$ cat config.mk
export PLATFORM = sky130hd
export DESIGN_NAME = acc_top
export DESIGN_NICKNAME = d
export VERILOG_FILES = /design/src/hdl/acc_pkg.sv /design/src/hdl/acc_top.sv /design/src/hdl/acc_chan.sv
export SDC_FILE = /design/constraint.sdc
export NUM_CORES = 1
export LEC_CHECK = 0
export BUFFER_PORTS_ARGS = -buffer_cell sky130_fd_sc_hd__buf_2
export CORE_UTILIZATION = 59
export DETAILED_ROUTE_END_ITERATION = 16
export PLACE_DENSITY = 0.93
export SLEW_MARGIN = 5
export SYNTH_ARGS = -nofsm -noshare
export SYNTH_HDL_FRONTEND = slang
export SYNTH_HIERARCHICAL = 1
export SYNTH_SLANG_ARGS = --single-unit
$ cat constraint.sdc
create_clock -name core_clk -period 5.7 [get_ports core_clk]
set_clock_uncertainty 0.1 [all_clocks]
set_input_delay 0.855 -clock core_clk [delete_from_list [all_inputs] [get_ports core_clk]]
set_output_delay 0.855 -clock core_clk [all_outputs]
set_load 0.02 [all_outputs]
$ cat src/hdl/acc_pkg.sv
package acc_pkg;
   localparam int         ACC_NCH      = 3;
   localparam int         ACC_VW       = 10;  // input voltage code width
   localparam int         ACC_PW       = ACC_VW + 5;
   localparam int         ACC_AW       = 8;
   // register offsets
   localparam logic [7:0] ACC_MIS_OFS  = 8'h00;
   localparam logic [7:0] ACC_RIS_OFS  = 8'h04;
   localparam logic [7:0] ACC_INTEN_OFS = 8'h08;
   localparam logic [7:0] ACC_REF_OFS  = 8'h10;
   localparam logic [7:0] ACC_STAT_OFS = 8'h20;
   localparam logic [7:0] ACC_CTL_OFS  = 8'h24;
   localparam logic [7:0] ACC_CH_STEP  = 8'h20;
   // reference control fields
   localparam int         ACC_REF_EN   = 9;
   localparam int         ACC_REF_RNG  = 8;
   localparam int         ACC_REF_TAP  = 0;   // bits 3:0
   localparam logic [4:0] ACC_TAP_OFS8 = 5'h08;
   localparam logic [4:0] ACC_DEN_R0   = 5'h1F;  // 31-unit ladder
   localparam logic [4:0] ACC_DEN_R1   = 5'h17;  // 23-unit ladder
   // channel control fields
   localparam int         ACC_CTL_INV  = 1;
   localparam int         ACC_CTL_SNS  = 2;   // bits 3:2
   localparam int         ACC_CTL_SRC  = 9;   // bits 10:9
   localparam int         ACC_CTL_DRV  = 11;
   localparam logic [11:0] ACC_CTL_MASK = 12'hE0E;
   localparam int         ACC_STAT_RES = 1;
   // reset values
   localparam logic [31:0] ACC_RST_WORD = 32'h0000_0000;
   localparam logic [2:0]  ACC_RST_FLAG = 3'h0;

   typedef enum logic [1:0] {
      ACC_SRC_OWN,
      ACC_SRC_C0P,
      ACC_SRC_REF,
      ACC_SRC_RSV
   } acc_src_t;

   typedef enum logic [1:0] {
      ACC_SNS_LEVEL,
      ACC_SNS_FALL,
      ACC_SNS_RISE,
      ACC_SNS_BOTH
   } acc_sns_t;

   // neg below num/den of full scale
   function automatic logic acc_below_ref(
      input logic [ACC_VW-1:0] neg,
      input logic [4:0]        num,
      input logic [4:0]        den);
      logic [ACC_PW-1:0] lhs;
      logic [ACC_PW-1:0] rhs;
      lhs = ACC_PW'(neg) * ACC_PW'(den);
      rhs = ACC_PW'(num) << ACC_VW;
      return lhs < rhs;
   endfunction
endpackage

$ cat src/hdl/acc_top.sv
`timescale 1ns/1ps
module acc_top
   import acc_pkg::*;
#(
   parameter int VW = ACC_VW
) (
   input  wire logic              core_clk,
   input  wire logic              reset_n,
   input  wire logic [ACC_AW-1:0] reg_addr,
   input  wire logic [31:0]       reg_wdata,
   input  wire logic              reg_wr,
   input  wire logic              reg_rd,
   output logic [31:0]            reg_rdata,
   output logic                   irq,
   input  wire logic [VW-1:0]     cmp0_negative_input,
   input  wire logic [VW-1:0]     cmp0_positive_input,
   input  wire logic [VW-1:0]     cmp1_negative_input,
   input  wire logic [VW-1:0]     cmp2_negative_input,
   input  wire logic [VW-1:0]     cmp1_shared_pin_in,
   input  wire logic [VW-1:0]     cmp2_shared_pin_in,
   output logic                   cmp0_output_pin,
   output logic                   cmp1_shared_pin_out,
   output logic                   cmp1_shared_pin_oe_n,
   output logic                   cmp2_shared_pin_out,
   output logic                   cmp2_shared_pin_oe_n
);
   // register state
   logic [ACC_NCH-1:0] ris_q, ris_d;
   logic [ACC_NCH-1:0] inten_q, inten_d;
   logic [9:0]         ref_q, ref_d;
   logic [11:0]        ctl_q [ACC_NCH];
   logic [11:0]        ctl_d [ACC_NCH];
   logic [31:0]        rdata_q, rdata_d;
   logic               irq_q, irq_d;
   logic [ACC_NCH-1:0] pin_q, pin_d;
   logic [ACC_NCH-1:0] oe_n_q, oe_n_d;

   // channel wiring
   logic [VW-1:0]      neg_in [ACC_NCH];
   logic [VW-1:0]      pos_in [ACC_NCH];
   logic [VW-1:0]      pos_s  [ACC_NCH];
   logic [ACC_NCH-1:0] result;
   logic [ACC_NCH-1:0] event_hit;
   logic [4:0]         ref_num, ref_den;
   logic [ACC_NCH-1:0] clr;

   assign neg_in[0] = cmp0_negative_input;
   assign neg_in[1] = cmp1_negative_input;
   assign neg_in[2] = cmp2_negative_input;
   assign pos_in[0] = cmp0_positive_input;
   assign pos_in[1] = cmp1_shared_pin_in;
   assign pos_in[2] = cmp2_shared_pin_in;

   // byte offset of a channel register
   function automatic logic [7:0] ch_ofs(input logic [7:0] base,
                                          input int         ch);
      return base + 8'(ch) * ACC_CH_STEP;
   endfunction

   // reference ladder tap and ladder length
   always_comb begin
      ref_den = ref_q[ACC_REF_RNG] ? ACC_DEN_R1 : ACC_DEN_R0;
      if (!ref_q[ACC_REF_EN]) begin
         ref_num = 5'h00;
      end else if (ref_q[ACC_REF_RNG]) begin
         ref_num = {1'b0, ref_q[ACC_REF_TAP +: 4]};
      end else begin
         ref_num = {1'b0, ref_q[ACC_REF_TAP +: 4]} + ACC_TAP_OFS8;
      end
   end

   // three channels, sharing the reference and channel 0's positive input
   for (genvar i = 0; i < ACC_NCH; i++) begin : g_ch
      acc_chan #(
         .VW    (VW),
         .IS_C0 (i == 0)
      ) u_chan (
         .core_clk (core_clk),
         .reset_n  (reset_n),
         .neg_pin  (neg_in[i]),
         .pos_pin  (pos_in[i]),
         .c0_pos   (pos_s[0]),
         .src      (ctl_q[i][ACC_CTL_SRC +: 2]),
         .sense    (ctl_q[i][ACC_CTL_SNS +: 2]),
         .ref_num  (ref_num),
         .ref_den  (ref_den),
         .pos_sync (pos_s[i]),
         .result_q (result[i]),
         .event_q  (event_hit[i])
      );
   end

   // write-one-to-clear mask from a masked status write
   assign clr = (reg_wr && reg_addr == ACC_MIS_OFS) ?
                reg_wdata[ACC_NCH-1:0] : ACC_RST_FLAG;

   // next register values
   always_comb begin
      ris_d   = (ris_q & ~clr) | event_hit;
      inten_d = inten_q;
      ref_d   = ref_q;
      for (int i = 0; i < ACC_NCH; i++) begin
         ctl_d[i] = ctl_q[i];
      end
      if (reg_wr) begin
         if (reg_addr == ACC_INTEN_OFS) begin
            inten_d = reg_wdata[ACC_NCH-1:0];
         end
         if (reg_addr == ACC_REF_OFS) begin
            ref_d = {reg_wdata[ACC_REF_EN], reg_wdata[ACC_REF_RNG],
                     4'h0, reg_wdata[ACC_REF_TAP +: 4]};
         end
         for (int i = 0; i < ACC_NCH; i++) begin
            if (reg_addr == ch_ofs(ACC_CTL_OFS, i)) begin
               ctl_d[i] = reg_wdata[11:0] & ACC_CTL_MASK;
            end
         end
      end
   end

   // read data, unmapped offsets read zero
   always_comb begin
      rdata_d = ACC_RST_WORD;
      if (reg_rd) begin
         case (reg_addr)
            ACC_MIS_OFS:   rdata_d[ACC_NCH-1:0] = ris_q & inten_q;
            ACC_RIS_OFS:   rdata_d[ACC_NCH-1:0] = ris_q;
            ACC_INTEN_OFS: rdata_d[ACC_NCH-1:0] = inten_q;
            ACC_REF_OFS:   rdata_d[9:0] = ref_q;
            default: begin
               for (int i = 0; i < ACC_NCH; i++) begin
                  if (reg_addr == ch_ofs(ACC_STAT_OFS, i)) begin
                     rdata_d[ACC_STAT_RES] = result[i];
                  end
                  if (reg_addr == ch_ofs(ACC_CTL_OFS, i)) begin
                     rdata_d[11:0] = ctl_q[i];
                  end
               end
            end
         endcase
      end
   end

   // interrupt line and pin drivers
   always_comb begin
      irq_d = |(ris_q & inten_q);
      for (int i = 0; i < ACC_NCH; i++) begin
         pin_d[i]  = result[i] ^ ctl_q[i][ACC_CTL_INV];
         oe_n_d[i] = ~ctl_q[i][ACC_CTL_DRV];
      end
      oe_n_d[0] = 1'b0;
   end

   // register everything
   always_ff @(posedge core_clk or negedge reset_n) begin
      if (!reset_n) begin
         ris_q   <= ACC_RST_FLAG;
         inten_q <= ACC_RST_FLAG;
         ref_q   <= 10'h000;
         for (int i = 0; i < ACC_NCH; i++) begin
            ctl_q[i] <= 12'h000;
         end
         rdata_q <= ACC_RST_WORD;
         irq_q   <= 1'b0;
         pin_q   <= ACC_RST_FLAG;
         oe_n_q  <= 3'h7;
      end else begin
         ris_q   <= ris_d;
         inten_q <= inten_d;
         ref_q   <= ref_d;
         for (int i = 0; i < ACC_NCH; i++) begin
            ctl_q[i] <= ctl_d[i];
         end
         rdata_q <= rdata_d;
         irq_q   <= irq_d;
         pin_q   <= pin_d;
         oe_n_q  <= oe_n_d;
      end
   end

   assign reg_rdata            = rdata_q;
   assign irq                  = irq_q;
   assign cmp0_output_pin      = pin_q[0];
   assign cmp1_shared_pin_out  = pin_q[1];
   assign cmp2_shared_pin_out  = pin_q[2];
   assign cmp1_shared_pin_oe_n = oe_n_q[1];
   assign cmp2_shared_pin_oe_n = oe_n_q[2];
endmodule

$ cat src/hdl/acc_chan.sv
`timescale 1ns/1ps
module acc_chan
   import acc_pkg::*;
#(
   parameter int VW    = ACC_VW,
   parameter bit IS_C0 = 1'b0
) (
   input  wire logic          core_clk,
   input  wire logic          reset_n,
   input  wire logic [VW-1:0] neg_pin,
   input  wire logic [VW-1:0] pos_pin,
   input  wire logic [VW-1:0] c0_pos,
   input  wire logic [1:0]    src,
   input  wire logic [1:0]    sense,
   input  wire logic [4:0]    ref_num,
   input  wire logic [4:0]    ref_den,
   output logic [VW-1:0]      pos_sync,
   output logic               result_q,
   output logic               event_q
);
   logic [VW-1:0] neg_m_q, neg_s_q, pos_m_q, pos_s_q;
   logic          result_d, prev_q, event_d;

   // two-stage synchronisers on the pin codes
   always_ff @(posedge core_clk or negedge reset_n) begin
      if (!reset_n) begin
         neg_m_q <= '0;
         neg_s_q <= '0;
         pos_m_q <= '0;
         pos_s_q <= '0;
         result_q <= 1'b0;
         prev_q   <= 1'b0;
         event_q  <= 1'b0;
      end else begin
         neg_m_q <= neg_pin;
         neg_s_q <= neg_m_q;
         pos_m_q <= pos_pin;
         pos_s_q <= pos_m_q;
         result_q <= result_d;
         prev_q   <= result_q;
         event_q  <= event_d;
      end
   end

   assign pos_sync = pos_s_q;

   // positive source select and compare
   always_comb begin
      result_d = 1'b0;
      case (acc_src_t'(src))
         ACC_SRC_OWN: result_d = neg_s_q < pos_s_q;
         ACC_SRC_C0P: result_d = IS_C0 ? (neg_s_q < pos_s_q)
                                       : (neg_s_q < c0_pos);
         ACC_SRC_REF: result_d = acc_below_ref(neg_s_q, ref_num, ref_den);
         default:     result_d = 1'b0;
      endcase
   end

   // interrupt event by sense mode
   always_comb begin
      event_d = 1'b0;
      case (acc_sns_t'(sense))
         ACC_SNS_LEVEL: event_d = result_q;
         ACC_SNS_FALL:  event_d = prev_q & ~result_q;
         ACC_SNS_RISE:  event_d = ~prev_q & result_q;
         default:       event_d = prev_q ^ result_q;
      endcase
   end
endmodule

Yosys cells after proc, flatten, opt, wreduce, memory -nomap -nowiden
Cells that the tools add are included.
- $add $sub $neg: 1
- multipliers: 3
- div/mod/pow operators: 0
- magnitude comparators: 8
- equal/unequal tests: 21
- shift operators: 0
- muxes and demuxes: 20
- bitwise operators: 24
- reductions and logical operators: 17
- operator list (kind ; number):
    $lt 10x10->1 ; 5
    $mux 12 ; 4
    $lt 15x15->1 ; 3
    $mul 10x5->15 ; 3
    $eq 8x7->1 const B ; 4
    $eq 8x6->1 const B ; 2
    $pmux 1 s3 ; 5
    $pmux 7 s2 ; 1
    $eq 2x1->1 const B ; 6
    $eq 2x2->1 const B ; 6
    $logic_not 2->1 ; 6
    $pmux 3 s4 ; 1
    $mux 5 ; 2
    $reduce_and 2->1 ; 5
    $eq 8x3->1 const B ; 1
    $eq 8x4->1 const B ; 1
    $eq 8x5->1 const B ; 1
    $logic_not 8->1 ; 1
    $not 1->1 ; 8
    $and 1x1->1 ; 6
    $and 3x3->3 ; 2
    $reduce_or 3->1 ; 2
    $xor 1x1->1 ; 6
    $add 4x4->5 const B ; 1
    other kinds (10) ; 12
- register bits after elaboration: 178
- latch bits: 0
- RAM bits: 0
- ROM bits: 0
- output and inout bits: 38
- memories kept: 0

Longest topological paths before layout
- depth in word-level cells: 9
- gate-level depth with buffers: 20

Modules after synthesis
Netlist, hierarchy kept.
- modules (own cells, without submodules) (module ; times used ; cells each ; area each (µm²) ; sequential area each (µm²)):
    acc_chan (g_ch[1].u_chan) ; 1 ; 287 ; 3011.6 ; 1076.0
    acc_chan (g_ch[2].u_chan) ; 1 ; 280 ; 2979.1 ; 1076.0
    acc_chan (g_ch[0].u_chan) ; 1 ; 259 ; 2904.0 ; 1076.0
    acc_top ; 1 ; 193 ; 2298.5 ; 1103.6

Worst setup path before layout
No wires, ideal clock.
- path type: flip-flop to flip-flop
- start: register ref_q[8]
- end: register g_ch[2].u_chan.result_q
- setup time: 0.124 ns
- arrival: 4.744 ns
- data required time: 5.476 ns
- path slack: 0.732 ns
- cell stages (with the launch flop): 19
- path buffers: 0
- cells stage by stage: dfrtp_1 inv_1 and2_1 fa_1 fa_1 inv_1 fa_1 inv_1 ha_1 a21o_2 a221o_1 a41oi_2 o21ai_0 a31oi_1 xor2_1 ha_1 nand2_1 a211o_1 a211o_1
- longest elaborated chain between the ends: 4
- elaborated cells on any way between the ends: 6
- classes of those cells: 1 x mul; 1 x order compare; 4 x mux
- ends and longest elaborated chain (item ; line ; text):
    start, declared ; acc_top.sv:30 ; logic [9:0] ref_q, ref_d;
    start signal, assigned ; acc_top.sv:170 ; ref_q <= ref_d;
    $mux 4 ; acc_top.sv:62 ; ref_den = ref_q[ACC_REF_RNG] ? ACC_DEN_R1 : ACC_DEN_R0;
    net ref_den[3] ; acc_top.sv:44 ; logic [4:0] ref_num, ref_den;
    $mul 10x5->15 ; acc_pkg.sv:53 ; lhs = ACC_PW'(neg) * ACC_PW'(den);
    $lt 15x15->1 ; acc_pkg.sv:55 ; return lhs < rhs;
    $pmux 1 s3 ; acc_chan.sv:50 ; case (acc_src_t'(src))
    net g_ch[2].u_chan.result_d ; acc_chan.sv:22 ; logic result_d, prev_q, event_d;
    end signal, assigned ; acc_chan.sv:39 ; result_q <= result_d;
    end, declared ; acc_chan.sv:18 ; output logic result_q,
The timed path passes the listed nets, and every way through them passes these cells.
A chain may end at the register's enable or synchronous reset.

Worst setup path in the final report
- start: register ref_q[8]
- end: register g_ch[0].u_chan.result_q
- longest elaborated chain between the ends: 4
- elaborated cells on any way between the ends: 6
- classes of those cells: 1 x mul; 1 x order compare; 4 x mux
- ends and longest elaborated chain (item ; line):
    $mux 4 ; acc_top.sv:62
    net ref_den[3] ; acc_top.sv:44
    $mul 10x5->15 ; acc_pkg.sv:53
    $lt 15x15->1 ; acc_pkg.sv:55
    $pmux 1 s2 ; acc_chan.sv:50
    net g_ch[0].u_chan.result_d ; acc_chan.sv:22
    end signal, assigned ; acc_chan.sv:39
    end, declared ; acc_chan.sv:18
The timed path passes the listed nets, and every way through them passes these cells.

==> flow_summary.toml <==
[hold_path]
min_path_type = "reg2reg"

[timing]
slew_viol_final = 0
hold_viol_final = 0
worst_slew_pin_slew_ns = 0.722
max_freq_mhz = 189
fin_tns_setup_ns = 0
slew_headroom_pct = 51.9
timing.final.crit_share_pct = 93.0
hold_slack_ns = 0.245
setup_violations = 0
rsz0062_at_grt = "no"
min_period_ns = 5.30

[cts]
cts.sinks = 173
cts_tree = "done"
clock_latency_ns = 0.43
cts.htree.levels = 4
clock_tree.root_cell = "clkbuf_16"
cts.hold.buffers_added = 0
ctsLongestPathBuffers = 2
path_clk_slew_ns = 0.07
cts_buffers = 17

[grt]
grt_pass1_wl_mm = 37.3
first_global_vias = 8042
grt_max_degree = 61
grt_usage_pct = 24.4
antenna_found_initial = 0
gr-total-overflow = 0

[placement]
gp_congestion = 0.888
place_hpwl_mm = 16.6
dp_cells = 1430
io_buffer_count = 93
dpl_cell_area_um2 = 12200

[die]
initial_utilization_pct = 60.0
io_pins = 142
fp.dieH_um = 140
core_area_um2 = 18600
num_rows = 50
die_w_um = 140
fp.dieArea_um2 = 19500

[power_and_ir_drop]
p_leak_nw = 6.68
p_switching_mw = 1.19
powerDensity_nw_per_um2 = 278
clock_power_share_pct = 31.2
p_seq_share_pct = 38.2
ir_drop_v = 0.000268
power.internal_mw = 2.35
combPwrFrac_pct = 30.7
swShare_pct = 33.6

[route]
drt_pass1_iterations = 5
wl_mm = 22.0
via_per_inst = 5.26
drcViolationCount = 0
vias = 7701
final_antenna_net_count = 0
first_iter_violations = 341
wl_per_cell_um = 15.1

[yosys]
synth_edf_count = 0
synth.distinct_cells = 76
synth_top_cell_by_area = "dfrtp_1"
ys_top_cells_by_area = "dfrtp_1 (38%), ha_1 (14%), fa_1 (12%)"
ys.flop_type = "dfrtp_1"
yosys_warnings = 6
syn_area_per_cell_um2 = 11.0
seq_area_frac_synth_pct = 38.7
synth_top_area_share_pct = 38.2
syn_area_um2 = 11200
ys_ff_latch = 173
async_flop_share_pct = 100
syn-instance-count = 1019

[worst_setup_path]
cp_data_required_time_ns = 5.93
critPathMaxStageDelay_ns = 0.56
crit_family = "adder cells"
path_cells = "clkinvlp_4 > buf_4 > buf_4 > and2_1 > fa_1 > fa_1 > inv_1 > fa_1 > inv_1 > ha_1 > o21a_1 > o211ai_1 > a21oi_2 > a21oi_1 > xnor2_1 > ha_1 > a21o_1 > nand3_1 > nand4_1 > a41o_1 > o311ai_2"
crit_top_cell = "fa_1"
worst_path_max_delay_cell = "fa_1"
cp.arrival_ns = 5.54
end_kind = "flop"
crit_type = "reg2reg"
cp-start-kind = "flop"
path_max_fanout = 21
cp_num_buf_inv = 5

[outcome]
outcome = "finished, final reports clean"

[layout]
layout_commonest_cell = "inv_1"
insertedDiodeCount = 0
fin_area_um2 = 12700
nets = 1517
area_delta_synth_final_pct = 13.9
most-common-layout-cells = "inv_1 (180), dfrtp_1 (171), ha_1 (127), conb_1 (115), and2_1 (105)"
drive_above_1_share_pct = 15.4
utilization_pct = 68.4
instances_no_fill = 1464

[flow_run]
max_cap_viol_count = 0
-- registers in the layout, summed over array words and instances (netlist names) --
signal and flops:
ctl_q 18, g_ch.u_chan/event_q 3, g_ch.u_chan/neg_m_q 30, g_ch.u_chan/neg_s_q 30
g_ch.u_chan/pos_m_q 30, g_ch.u_chan/pos_sync 30, g_ch.u_chan/prev_q 3, g_ch.u_chan/result_q 3
inten_q 3, irq 1, oe_n_q 2, pin_q 3
ref_q 6, reg_rdata 8, ris_q 3
-- power groups by stage --
stage	Combinational (mW)	Clock [mW]	Sequential, mW
final	1.09	1.10	1.35
after global routing	1.24	1.17	1.36
after CTS	1.08	1.13	1.35
after detailed placement	1.07	0	1.37
after global placement	1.00	0	1.37
after floorplan	0.826	0	1.35
-- final timing paths --
kind                                            from                    endpoint  slack (ns)  cells after the start
max                                         ref_q[8]     g_ch[0].u_chan/result_q        0.40                     21
min                        g_ch[1].u_chan/pos_m_q[0]  g_ch[1].u_chan/pos_sync[0]        0.25                      0
max reg2reg                                 ref_q[8]     g_ch[0].u_chan/result_q        0.40                     21
min reg2reg                g_ch[1].u_chan/pos_m_q[0]  g_ch[1].u_chan/pos_sync[0]        0.25                      0
max in group asynchronous                    reset_n   g_ch[1].u_chan/neg_m_q[3]        4.11                      2
min in group asynchronous                    reset_n   g_ch[2].u_chan/pos_m_q[4]        0.28                      1
-- cells in the mapped netlist, types with 4 or more instances --
library cell  instances
a211oi_1              5
a21o_1               10
a21oi_1              28
a221oi_1              4
a31oi_1               4
and2_1              105
and3_1                4
buf_4                26
dfrtp_1             171
fa_1                 69
ha_1                127
inv_1               181
mux2_2               23
mux2_4                6
nand2_1              69
nand2b_1              4
nand3_1              10
nand4_1               8
nor2_1               20
nor2b_1               6
nor3_1                7
nor3b_1               4
nor4_1                4
o211ai_1              6
o21ai_0              21
o21ai_1               6
xnor2_1               8
xor2_1                9
-- cells by family after synthesis --
family                     after synthesis  synth area share (%)
AOI/OAI and AO/OA                      125                  8.20
buffers and inverters                  213                  8.16
xor gates and xnor gates                17                  1.33
adders and majority gates              196                  26.5
and+or+nand+nor                        261                  13.3
DFF                                    173                  38.7
other                                    2                0.0671
muxes                                   32                  3.72
-- final cells by class --
cell class / instances / area [um2]
Clock buffer: 19 / 433
Tap cell: 234 / 293
Sequential cell: 173 / 4330
Timing Repair Buffer: 98 / 509
Inverter: 181 / 683
Fill cell: 1343 / 5900
Clock inverter: 13 / 125
Multi-Input combinational cell: 746 / 6370
-- per-layer routing --
metal	up-vias	GRT usage [%]	share of wire (%)
li1	3602	-	-
met1	3820	30.4	42
met2	239	42.2	51
met3	40	4.44	5.3
met4	0	9.49	1.9
met5	-	0	0
-- stage by stage --
step                power (mW)  setup slack, ns
floorplan                 2.18            0.732
global placement          2.37            0.507
detailed placement        2.44            0.426
CTS                       3.56            0.400
global route              3.78           0.0946
finish                    3.54            0.397
-- what timing repair did --
item,4_1_cts,5_1_grt
hold endpoints to repair,0,0
setup endpoints to repair,0,1
gates resized for setup,0,1
buffers inserted,0,2
Power figures use the tool's default switching activity.
